===== src/include/dlas_pkg.sv =====
// constants and types for the activation sequencer
package dlas_pkg;
  localparam int unsigned CLK_HZ          = 40_000_000;
  localparam int unsigned SYM_HZ_DEF      = 40_000;
  // times in milliseconds as printed
  localparam int unsigned TOL_MS          = 20;
  localparam int unsigned INIT_GAP_MS     = 300;
  localparam int unsigned INIT_LEN_MS     = 1000;
  localparam int unsigned SYNC_GAP_LTU_MS = 500;
  localparam int unsigned SYNC_GAP_NTU_MS = 1500;
  localparam int unsigned ACT_MAX_MS      = 15000;
  localparam int unsigned GLOBAL_MS       = 30000;
  localparam int unsigned PULL_IN_MS      = 5000;
  localparam int unsigned SETTLE_MS       = 1000;
  localparam int unsigned QUIET_MS        = 2000;
  localparam int unsigned DATA_MAX_SYM    = 200;
  localparam int unsigned FINAL_FRAMES    = 2;
  localparam int unsigned RATE_SPLIT      = 12;
  localparam int unsigned MS_PER_S        = 1000;
  localparam int unsigned TW              = 32;

  // transmit signal selector
  typedef enum logic [2:0]
  {
    TX_SILENT,
    TX_INITIAL,
    TX_SYNC,
    TX_TRAIN,
    TX_FINAL,
    TX_DATA
  } dlas_tx_e;
endpackage


===== src/design/dlas_scrambler_gate.sv =====
`timescale 1ns/1ps
// scrambler with hold during frame sync bits when no seed is fed
module dlas_scrambler_gate
  import dlas_pkg::*;
#(
  parameter int unsigned LEN = 23
)
(
  input  wire logic clk,       // clock
  input  wire logic srst,      // sync reset
  input  wire logic symStb,    // one pulse per symbol
  input  wire logic useSeed,   // feed all ones seed
  input  wire logic syncBit,   // frame sync bit present
  input  wire logic framedBit, // framed bit in
  output logic      lineBit    // scrambled bit out
);
  logic [LEN-1:0] state;
  logic           inBit;
  logic           scr;

  // seed is constant one
  assign inBit = useSeed ? 1'b1 : framedBit;
  assign scr   = inBit ^ state[LEN-1] ^ state[17];

  // scrambler state frozen on sync bits unless seed is fed
  always_ff @(posedge clk)
  begin
    if (srst)
      state <= '0;
    else if (symStb && !(syncBit && !useSeed))
      state <= {state[LEN-2:0], scr};
  end

  // output register, sync bits bypass unless seed is fed
  always_ff @(posedge clk)
  begin
    if (srst)
      lineBit <= 1'b0;
    else if (symStb)
      lineBit <= (syncBit && !useSeed) ? framedBit : scr;
  end
endmodule


===== src/design/dlas_sequencer.sv =====
`timescale 1ns/1ps
// activation sequencer for both line side and customer side units
module dlas_sequencer
  import dlas_pkg::*;
#(
  parameter int unsigned SYM_HZ = SYM_HZ_DEF // symbol rate
)
(
  input  wire logic       clk,          // 40 MHz clock
  input  wire logic       srst,         // sync reset, high
  input  wire logic       isLineSide,   // 1 line side unit, 0 customer
  input  wire logic [4:0] rateIndex,    // payload rate index n
  input  wire logic       symStb,       // local symbol pulse
  input  wire logic       preactDone,   // preactivation finished pulse
  input  wire logic       peerSignal,   // far end energy present (pin)
  input  wire logic       converged,    // adaptive elements settled
  input  wire logic       detInitial,   // initial signal detected
  input  wire logic       detTrain,     // peer training frames detected
  input  wire logic       detFinal,     // final frames detected
  input  wire logic       abnormal,     // loop restart needed
  input  wire logic       frameEnd,     // last bit of activation frame
  input  wire logic       syncBit,      // framer emits sync bit
  input  wire logic       framedBit,    // framer bit
  output dlas_tx_e        txSignal,     // signal being sent
  output logic            lineBit,      // scrambled line bit
  output logic            reverseSync,  // framer reverses sync word
  output logic            arbPayload,   // framer sends arbitrary payload
  output logic            ignoreRxPay,  // drop received training payload
  output logic            loopTimed,    // lock to received clock
  output logic            payloadValid, // payload data valid
  output logic            restartPre,   // pulse to restart preactivation
  output logic            inException,  // exception state
  output logic            globalOver    // 30 s budget exceeded
);
  typedef enum logic [3:0]
  {
    S_IDLE,
    S_INIT_GAP,
    S_INITIAL,
    S_SYNC_GAP,
    S_SYNC,
    S_TRAIN,
    S_FINAL,
    S_DATA,
    S_QUIET,
    S_WAIT_PEER
  } dlas_state_e;

  // symbols for a time; nominal at symbol grain lies inside tolerance
  function automatic logic [TW-1:0] symFor(input int unsigned ms, input logic two);
    longint unsigned v;
    v = (longint'(ms) * SYM_HZ * (two ? 2 : 1)) / MS_PER_S;
    return (v == 0) ? TW'(1) : TW'(v);
  endfunction

  dlas_state_e    state;
  dlas_state_e    next_state;
  logic           factorTwo;
  logic [TW-1:0]  tmr;
  logic [TW-1:0]  actTmr;
  logic [TW-1:0]  glbTmr;
  logic [TW-1:0]  setTmr;
  logic [1:0]     finCnt;
  logic           actRun;
  logic           glbRun;
  logic           peerS1;
  logic           peerS2;
  logic           sawDet;
  logic           timeout;
  logic           seedSel;

  // rate factor from payload index
  assign factorTwo = (rateIndex <= 5'(RATE_SPLIT));

  // far end energy resync
  always_ff @(posedge clk)
  begin
    if (srst)
    begin
      peerS1 <= 1'b0;
      peerS2 <= 1'b0;
    end
    else
    begin
      peerS1 <= peerSignal;
      peerS2 <= peerS1;
    end
  end

  // activation timeout: 15 factor s from initial start
  assign timeout = actRun && (actTmr >= symFor(ACT_MAX_MS, factorTwo));

  // next state
  always_comb
  begin
    next_state = state;
    case (state)
      S_IDLE:
        if (preactDone)
          next_state = isLineSide ? S_SYNC_GAP : S_INIT_GAP;
      S_INIT_GAP:
        if (tmr >= symFor(INIT_GAP_MS, 1'b0))
          next_state = S_INITIAL;
      S_INITIAL:
        if (tmr >= symFor(INIT_LEN_MS, factorTwo))
          next_state = S_SYNC_GAP;
      S_SYNC_GAP:
        if (isLineSide)
        begin
          // wait for initial signal to end, then gap
          if (sawDet && !detInitial && tmr >= symFor(SYNC_GAP_LTU_MS, 1'b0))
            next_state = S_SYNC;
        end
        else if (tmr >= symFor(SYNC_GAP_NTU_MS, factorTwo))
          next_state = S_SYNC;
      S_SYNC:
        if (isLineSide)
        begin
          if (converged && tmr >= symFor(PULL_IN_MS, 1'b0))
            next_state = S_TRAIN;
        end
        else if (converged && detTrain)
          next_state = S_TRAIN;
      S_TRAIN:
        if (isLineSide)
        begin
          if (detTrain && frameEnd && symStb)
            next_state = S_FINAL;
        end
        else if (detFinal)
          next_state = S_DATA;
      S_FINAL:
        if (frameEnd && symStb && finCnt == 2'(FINAL_FRAMES - 1))
          next_state = S_DATA;
      S_DATA:
        next_state = S_DATA;
      S_QUIET:
        if (tmr >= symFor(QUIET_MS, 1'b0))
          next_state = S_WAIT_PEER;
      S_WAIT_PEER:
        if (!peerS2)
          next_state = S_IDLE;
      default:
        next_state = S_IDLE;
    endcase
    // exception entry overrides progress
    if (state != S_IDLE && state != S_QUIET && state != S_WAIT_PEER)
    begin
      if (abnormal)
        next_state = S_QUIET;
      else if (state != S_DATA && timeout)
        next_state = S_QUIET;
      else if (state == S_SYNC && isLineSide && tmr >= symFor(PULL_IN_MS, 1'b0) && !converged)
        next_state = S_QUIET;
      else if (state == S_SYNC && !isLineSide && tmr >= symFor(PULL_IN_MS, 1'b0))
        next_state = (converged && detTrain) ? S_TRAIN : S_QUIET;
    end
  end

  // state register
  always_ff @(posedge clk)
  begin
    if (srst)
      state <= S_IDLE;
    else
      state <= next_state;
  end

  // phase timer in symbols, restarts on state change and while the line side hears initial signal in sync gap
  always_ff @(posedge clk)
  begin
    if (srst || next_state != state || (state == S_SYNC_GAP && isLineSide && detInitial))
      tmr <= '0;
    else if (symStb && tmr != '1)
      tmr <= tmr + TW'(1);
  end

  // initial signal seen by the line side
  always_ff @(posedge clk)
  begin
    if (srst || state != S_SYNC_GAP)
      sawDet <= 1'b0;
    else if (detInitial)
      sawDet <= 1'b1;
  end

  // activation timer from initial start until data mode
  always_ff @(posedge clk)
  begin
    if (srst)
    begin
      actRun <= 1'b0;
      actTmr <= '0;
    end
    else if (next_state == S_QUIET || next_state == S_DATA || next_state == S_IDLE)
    begin
      actRun <= 1'b0;
      actTmr <= '0;
    end
    else if (state == S_SYNC_GAP && isLineSide && detInitial && !actRun)
      actRun <= 1'b1;
    else if (next_state == S_INITIAL && !actRun)
      actRun <= 1'b1;
    else if (actRun && symStb)
      actTmr <= actTmr + TW'(1);
  end

  // global 30 s budget, reported only
  always_ff @(posedge clk)
  begin
    if (srst || state == S_WAIT_PEER)
    begin
      glbRun     <= 1'b0;
      glbTmr     <= '0;
      globalOver <= 1'b0;
    end
    else
    begin
      if (state == S_IDLE && !glbRun)
        glbRun <= 1'b1;
      if (next_state == S_DATA)
        glbRun <= 1'b0;
      if (glbRun && symStb)
        glbTmr <= glbTmr + TW'(1);
      if (glbRun && glbTmr >= symFor(GLOBAL_MS, 1'b0))
        globalOver <= 1'b1;
    end
  end

  // final frame counter
  always_ff @(posedge clk)
  begin
    if (srst || state != S_FINAL)
      finCnt <= '0;
    else if (frameEnd && symStb)
      finCnt <= finCnt + 2'(1);
  end

  // payload settle timer from end of final frames, dropped when data mode ends
  always_ff @(posedge clk)
  begin
    if (srst || state != S_DATA || next_state != S_DATA)
    begin
      setTmr       <= '0;
      payloadValid <= 1'b0;
    end
    else if (setTmr >= symFor(SETTLE_MS, 1'b0))
      payloadValid <= 1'b1;
    else if (symStb)
      setTmr <= setTmr + TW'(1);
  end

  // transmit selection and framer controls
  always_ff @(posedge clk)
  begin
    if (srst)
    begin
      txSignal    <= TX_SILENT;
      reverseSync <= 1'b0;
      arbPayload  <= 1'b0;
      ignoreRxPay <= 1'b0;
      loopTimed   <= 1'b0;
      inException <= 1'b0;
      restartPre  <= 1'b0;
    end
    else
    begin
      case (next_state)
        S_INITIAL:
          txSignal <= TX_INITIAL;
        S_SYNC:
          txSignal <= TX_SYNC;
        S_TRAIN:
          txSignal <= TX_TRAIN;
        S_FINAL:
          txSignal <= TX_FINAL;
        S_DATA:
          txSignal <= TX_DATA;
        default:
          txSignal <= TX_SILENT;
      endcase
      reverseSync <= (next_state == S_FINAL);
      arbPayload  <= (next_state == S_FINAL);
      if (next_state == S_FINAL)
        ignoreRxPay <= 1'b1;
      else if (next_state == S_IDLE)
        ignoreRxPay <= 1'b0;
      loopTimed   <= !isLineSide && (next_state == S_SYNC || next_state == S_TRAIN
                     || next_state == S_DATA);
      inException <= (next_state == S_QUIET || next_state == S_WAIT_PEER);
      restartPre  <= (state == S_WAIT_PEER && next_state == S_IDLE);
    end
  end

  assign seedSel = (txSignal == TX_INITIAL) || (txSignal == TX_SYNC);

  // line scrambler
  dlas_scrambler_gate u_scr
  (
    .clk       (clk),
    .srst      (srst),
    .symStb    (symStb),
    .useSeed   (seedSel),
    .syncBit   (syncBit),
    .framedBit (framedBit),
    .lineBit   (lineBit)
  );
endmodule


===== config.mk =====
export PLATFORM = sky130hd
export DESIGN_NAME = dlas_sequencer
export DESIGN_NICKNAME = d
export VERILOG_FILES = /design/src/include/dlas_pkg.sv /design/src/design/dlas_scrambler_gate.sv /design/src/design/dlas_sequencer.sv
export SDC_FILE = /design/constraint.sdc
export NUM_CORES = 1
export LEC_CHECK = 0
export ABC_AREA = 1
export BUFFER_PORTS_ARGS = -buffer_cell sky130_fd_sc_hd__buf_2
export CORE_ASPECT_RATIO = 0.7
export CORE_MARGIN = 10
export CORE_UTILIZATION = 45
export DETAILED_ROUTE_END_ITERATION = 10
export GPL_ROUTABILITY_DRIVEN = 1
export PLACE_DENSITY = 0.72
export RECOVER_POWER = 25
export SLEW_MARGIN = 20
export SYNTH_ARGS = -nofsm -noshare
export SYNTH_HDL_FRONTEND = slang
export SYNTH_SLANG_ARGS = --single-unit
export TNS_END_PERCENT = 30

===== constraint.sdc =====
create_clock -name clk -period 6.4 [get_ports clk]
set_clock_uncertainty 0.1 [all_clocks]
set_input_delay 1.28 -clock clk [delete_from_list [all_inputs] [get_ports clk]]
set_output_delay 1.28 -clock clk [all_outputs]
set_load 0.005 [all_outputs]

======== After elaboration in Yosys (flattened, before gate mapping) ========
Index checks and enable logic that the tools add are counted.
word-level totals
  register bits after elaboration ......... 173
  bits in latches ......................... 0
  memory bits (writable) .................. 0
  memory bits (read-only) ................. 0
  input port bits ......................... 19
  output and inout bits ................... 12
  word-level logic and storage cells ...... 170
  memories kept ........................... 0
cells by class
  $add $sub $neg .......................... 5
  multipliers ............................. 3
  divide/modulo/power cells ............... 3
  order comparisons ....................... 10
  eq/ne operators ......................... 27
  shift-type cells ........................ 0
  mux-type cells .......................... 34
  bitwise gates (word level) .............. 5
  reductions and logical operators ........ 62
operators with widths
  kind                      number
  $div A64 B10 Y64 const B  3
  $logic_not A64 Y1         3
  $add A32 B1 Y32 const B   4
  $ge A32 B32 Y1            3
  $mux W32                  3
  $mux W4                   21
  $mul A17 B64 Y55 const A  1
  $mul A21 B64 Y55 const A  1
  $pmux W4 S10              1
  $eq A4 B3 Y1 const B      8
  $ge A32 B14 Y1 const B    1
  $ge A32 B15 Y1 const B    1
  $ge A32 B16 Y1 const B    1
  $ge A32 B17 Y1 const B    1
  $ge A32 B18 Y1 const B    1
  $ge A32 B21 Y1 const B    1
  $ne A32 B32 Y1 const B    1
  $logic_and A1 B1 Y1       30
  $mul A18 B2 Y20 const A   1
  $eq A4 B4 Y1 const B      4
  $pmux W3 S5               1
  $logic_or A1 B1 Y1        13
  $eq A4 B2 Y1 const B      3
  $ne A4 B3 Y1 const B      3
  20 further kinds          39

======== Depth between registers and ports, before layout ========
  depth after elaboration ................. 19
  gate-level depth with buffers ........... 25

======== By module ========
A second synthesis with hierarchy kept.
unflattened totals
  cell total of the unflattened synthesis .. 1361
  area, all modules ....................... 9631.7 um^2
by module, submodules not included
  module               instances  cells an instance  area each (um^2)  sequential area each (um^2)
  dlas_sequencer       1          1245               8682.1            2982.9
  dlas_scrambler_gate  1          116                949.7             480.5

======== Least setup slack after synthesis ========
Ideal clock, no wire load.
  kind .................................... input-to-reg
  from .................................... input rateIndex[1]
  to ...................................... register tmr[1]
  library setup time ...................... 124 ps
  arrival ................................. 4076 ps
  slack ................................... 2100 ps
  stages .................................. 22
  path buffers ............................ 2
  cell sequence ........................... nor2_1 > inv_1 > a31oi_1 > inv_1 > ha_1 > or2_2 > nor2_1 > nand3_1 > nand2_1 > nand2_1 > nand2_1 > nand3_1 > nand2_2 > buf_6 > nand2_2 > nand2_1 > nand2_1 > nand2_2 > nor2_4 > nand2_4 > buf_12 > nor2_4
on the way
  longest elaborated chain between the ends .. 18
RTL lines
  item                                                                       line                   RTL
  start, declared                                                            dlas_sequencer.sv:12   input wire logic [4:0] rateIndex,
  $le A5 B4 Y1 *                                                             dlas_sequencer.sv:73   assign factorTwo = (rateIndex <= 5'(RATE_SPLIT));
  $mux W2 *                                                                  dlas_sequencer.sv:52   v = (longint'(ms) * SYM_HZ * (two ? 2 : 1)) / MS_PER_S;
  parallel branches: the longest is 12 deep, another holds $mul A17 B64 Y55  n/a
  $mux W4 *                                                                  dlas_sequencer.sv:147  if (state != S_IDLE && state != S_QUIET && state != S_WAIT_PEER)
  $ne A4 B4 Y1 *                                                             dlas_sequencer.sv:172  if (srst || next_state != state || (state == S_SYNC_GAP && isLineSide && detInitial))
  $logic_or A1 B1 Y1 * (2 in a row)                                          dlas_sequencer.sv:172
  end signal, assigned                                                       dlas_sequencer.sv:175  tmr <= tmr + TW'(1);
  end, declared                                                              dlas_sequencer.sv:59   logic [TW-1:0] tmr;
Every way passes the cells marked *.
A chain may end at the register's enable or synchronous reset.

======== Final worst setup path ========
  from .................................... input rateIndex[1]
  to ...................................... register actTmr[11]
on the way
  longest elaborated chain between the ends .. 19
RTL lines
  item                                                                       line                                          RTL
  $le A5 B4 Y1 *                                                             dlas_sequencer.sv:73
  $mux W2 *                                                                  dlas_sequencer.sv:52
  parallel branches: the longest is 12 deep, another holds $mul A17 B64 Y55  n/a
  $mux W4 *                                                                  dlas_sequencer.sv:147
  $eq A4 B2 Y1 (tied with other cells)                                       dlas_sequencer.sv:202                         else if (next_state == S_INITIAL && !actRun)
  $logic_and A1 B1 Y1 or $logic_or A1 B1 Y1 (tied branches)                  dlas_sequencer.sv:202, dlas_sequencer.sv:195
  $not A1 Y1 (no source line) or $logic_or A1 B1 Y1 (tied branches)          n/a
  $reduce_and A3 Y1 (no source line) or $reduce_or A2 Y1 (tied branches)     n/a
  end signal, assigned                                                       dlas_sequencer.sv:205                         actTmr <= actTmr + TW'(1);
  end, declared                                                              dlas_sequencer.sv:60                          logic [TW-1:0] actTmr;
Marks and branches as above.

==> metrics.md <==
| Metric | Value |
|---|---|
| Crit-path cells | `buf_2 > nor2_1 > inv_1 > a31oi_1 > inv_1 > ha_1 > nand2_1 > nor2_1 > nand3_1 > nand3_1 > nand2_1 > nand2_1 > nand2_1 > nand3_1 > nand2_2 > nand2_1 > inv_1 > nand2_1 > nand3_2 > nand2_2 > nor2_1` |
| CTS buffer count | `17` |
| Number of global-route vias before repair | `7539` |
| Antenna viol nets, final | `0` |
| Sink Count | `173` |
| Clock Path Buffers | `2` |
| Hold crit path type | `flip-flop to flip-flop` |
| Pin count of the biggest net entering global routing | `34` |
| Diodes inserted | `0` |
| Die ar. | `27520 sq um` |
| Worst path most repeated cell | `nand2_1` |
| FF-to-FF path depth | `18` |
| Syn_area_per_cell | `7.189 sq um` |
| DR pass1 iterations | `5` |
| Total negative setup slack | `0 ps` |
| Final setup vio count | `0` |
| Crit path launch type | `input port` |
| Post-synthesis simple-gate area fraction | `0.3662` |
| Tightest Pin Transition | `947.2 ps` |
| Post-synth ARST share | `0` |
| Routed WL per cell | `13.02 um` |
| Commonest cells in the netlist | `nand2_1 (237), nor2_1 (216), dfxtp_1 (173)` |
| Slowest CP cell | `nand2_2` |
| Vias per cell | `5.016` |
| Synth Area in XOR/XNOR | `0.07803` |
| Final Non-Filler Cells | `1640` |
| Post-CTS Hold Fix Bufs | `0` |
| Top-count cell post-synth | `nand2_1` |
| Max FO, Critical Path | `33` |
| Post-detail-place hpwl | `15.64 mm` |
| Post-synth EDFFs | `0` |
| Post-synth cell types | `42` |
| Hold endpoint | `peerS2` |
| Synth top area share | `0.3630` |
| Worst hold path startpoint | `peerS1` |
| Setup CP Type | `input port to flip-flop` |
| Largest cells by area after synthesis | `dfxtp_1 (36%), nand2_1 (9.3%), nor2_1 (8.5%), inv_1 (6.7%), xor2_1 (6.2%)` |
| Pwr dens | `258.1 nW/um^2` |
| WP data required | `6590 ps` |
| Die height | `141.8 um` |
| DRC viols | `0` |
| Postcts setup bufs | `0` |
| CTS tree | `done` |
| Grt total ovfl | `0` |
| CP max stage delay | `590 ps` |
| Initial antenna violation count | `0` |
| Layout cell share with drive strength beyond 1 | `0.1202` |
| LEAKAGE | `0.003924 uW` |
| H-tree lvl count | `4` |
| Clk Latency, worst-skew pair | `440 ps` |
| Post-Synth Adder-Cell Area | `0.04066` |
| Synthesis warning total | `0` |
| RSZ-0062 raised after global routing | `no` |
| Die Wd | `194.0 um` |
| Max-slew headroom | `0.3686` |
| Fin util | `0.5005` |
| CTS root buf | `clkbuf_16` |
| R2R Setup Slk | `3290 ps` |
| Syn nets | `1377` |
| CTS clk-pin slew, worst paths | `70 ps` |
| Hold depth | `2` |
| Buffers on Ports | `30` |
| Fin crit period | `4380 ps` |
| Post-synthesis mux area share | `0` |
| I/O pins | `31` |
| Worst r2r src | `tmr[10]` |
| All-Layer GR Usage | `0.1554` |
| Max Slew Vio Count | `0` |
| Post-CTS resize count | `0` |
| Area Growth Syn to Fin | `9.167%` |
| Max-cap violation count | `0` |
| Sequential cell area fraction in the yosys report | `0.3630` |
| Top cell type by total area after synthesis | `dfxtp_1` |
| Outcome | `finished, final reports clean` |
| Row count | `44` |
| Ys flop type | `dfxtp_1` |
| Placed Area | `9861 sq um` |
| First-pass GRT wire length | `36.33 mm` |
| R2R Path End | `actTmr[11]` |
| Arrival time worst endpoint | `4570 ps` |
| Placer Congestion | `0.9133` |
| Post-route cell area | `10420 sq um` |
| Detailed router's first-iteration violation count | `739` |
| Placed cells | `1609` |
| CP Capture Type | `flip-flop` |
| Final worst path period share | `0.6844` |
| Final hold violation count | `0` |
| Initial core utilization | `0.4585` |
| Largest family of logic cells by synthesized area | `simple AND/OR/NAND/NOR gates` |
| Synth Instances | `1327` |
| Area fraction in compound gates after synthesis | `0.05902` |
| # nets final | `1402` |
| Core Box Area | `20810 sq um` |
| #FFs+latches synth | `173` |
| Max Freq | `228.3 MHz` |
| Final WL | `21.36 mm` |
| Peak VDD IR | `244.7 uV` |
| Synth Cell Area | `9540 sq um` |
| DR vias | `8227` |
## metal layers
metal | global-route usage | vias to the layer above | share of wire
met5 | 0 | - | 0
met4 | 0.04118 | 0 | 0.014
met3 | 0.02990 | 25 | 0.046
met2 | 0.2280 | 178 | 0.41
met1 | 0.2254 | 3774 | 0.53
li1 | - | 4250 | -
## kinds of logic after synthesis
logic type / count (synthesis)
buffers and inverters: 212
and+or+nand+nor: 719
adders and majority gates: 31
xor gates and xnor gates: 85
DFF: 173
AOI/OAI and AO/OA: 107
## registers in the layout, summed over array words and instances, names as in the netlist, 2 cells and up
| name | count |
|---|---|
| finCnt | 2 |
| tmr | 32 |
| setTmr | 32 |
| txSignal | 3 |
| glbTmr | 32 |
| actTmr | 32 |
| u_scr.state | 23 |
| state | 4 |
## worst max-delay path: cells and delay by family
kind,cells,cell delay [ps]
adder cells (fa/ha/maj),1,350
AND/OR/NAND/NOR,15,2040
AO/OA/AOI/OAI,1,380
buffers and inverters,4,510
## through the flow
| stage | setup slack [ps] | hold WS, ps | power, uW |
|---|---|---|---|
| after CTS | 2012 | 301.7 | 2709 |
| after floorplan | 2100 | 288.3 | 1650 |
| after global placement | 1721 | 293.5 | 1680 |
| after global routing | 1473 | 306.4 | 2811 |
| final | 2020 | 298.6 | 2688 |
| after detailed placement | 1557 | 292.7 | 1687 |
## worst max-delay path by stage
stage,start,slack (ps),end
after floorplan,rateIndex[1],2100,tmr[1]
after global placement,rateIndex[1],1720,setTmr[1]
after detailed placement,rateIndex[1],1560,actTmr[11]
after CTS,rateIndex[1],2010,actTmr[13]
after global routing,rateIndex[1],1470,actTmr[21]
final,rateIndex[1],2020,actTmr[11]
## final cells by class
| type | instances | area [sq um] |
|---|---|---|
| inverter | 186 | 698.2 |
| multi-input combinational | 942 | 5189 |
| clock inverter | 13 | 146.4 |
| fill | 2052 | 10400 |
| sequential | 173 | 3463 |
| tap | 276 | 345.3 |
| timing repair buffer | 32 | 143.9 |
| clock buffer | 18 | 429.2 |
## placed cells by master (no fill, tap or decap), drive strengths merged
cell / instances
a211oi: 1
a21boi: 1
a21oi: 57
a31oi: 3
buf: 17
bufinv: 1
clkbuf: 33
clkinv: 4
clkinvlp: 2
dfxtp: 173
ha: 31
inv: 192
nand2: 256
nand3: 67
nand3b: 2
nand4: 28
nor2: 280
nor3: 49
nor3b: 3
nor4: 26
o211ai: 2
o21a: 2
o21ai: 39
o21bai: 1
o31ai: 1
or2: 6
or3: 1
or4: 1
xnor2: 17
xor2: 68
## report_power, final
part	internal, uW	leakage, uW	total (uW)	switching (uW)
sequential	1120	0.00140	1160	37.9
clock	551	0.000278	1020	472
combinational	120	0.00225	508	389
total	1790	0.00392	2690	898
Power figures use the tool's default switching activity.
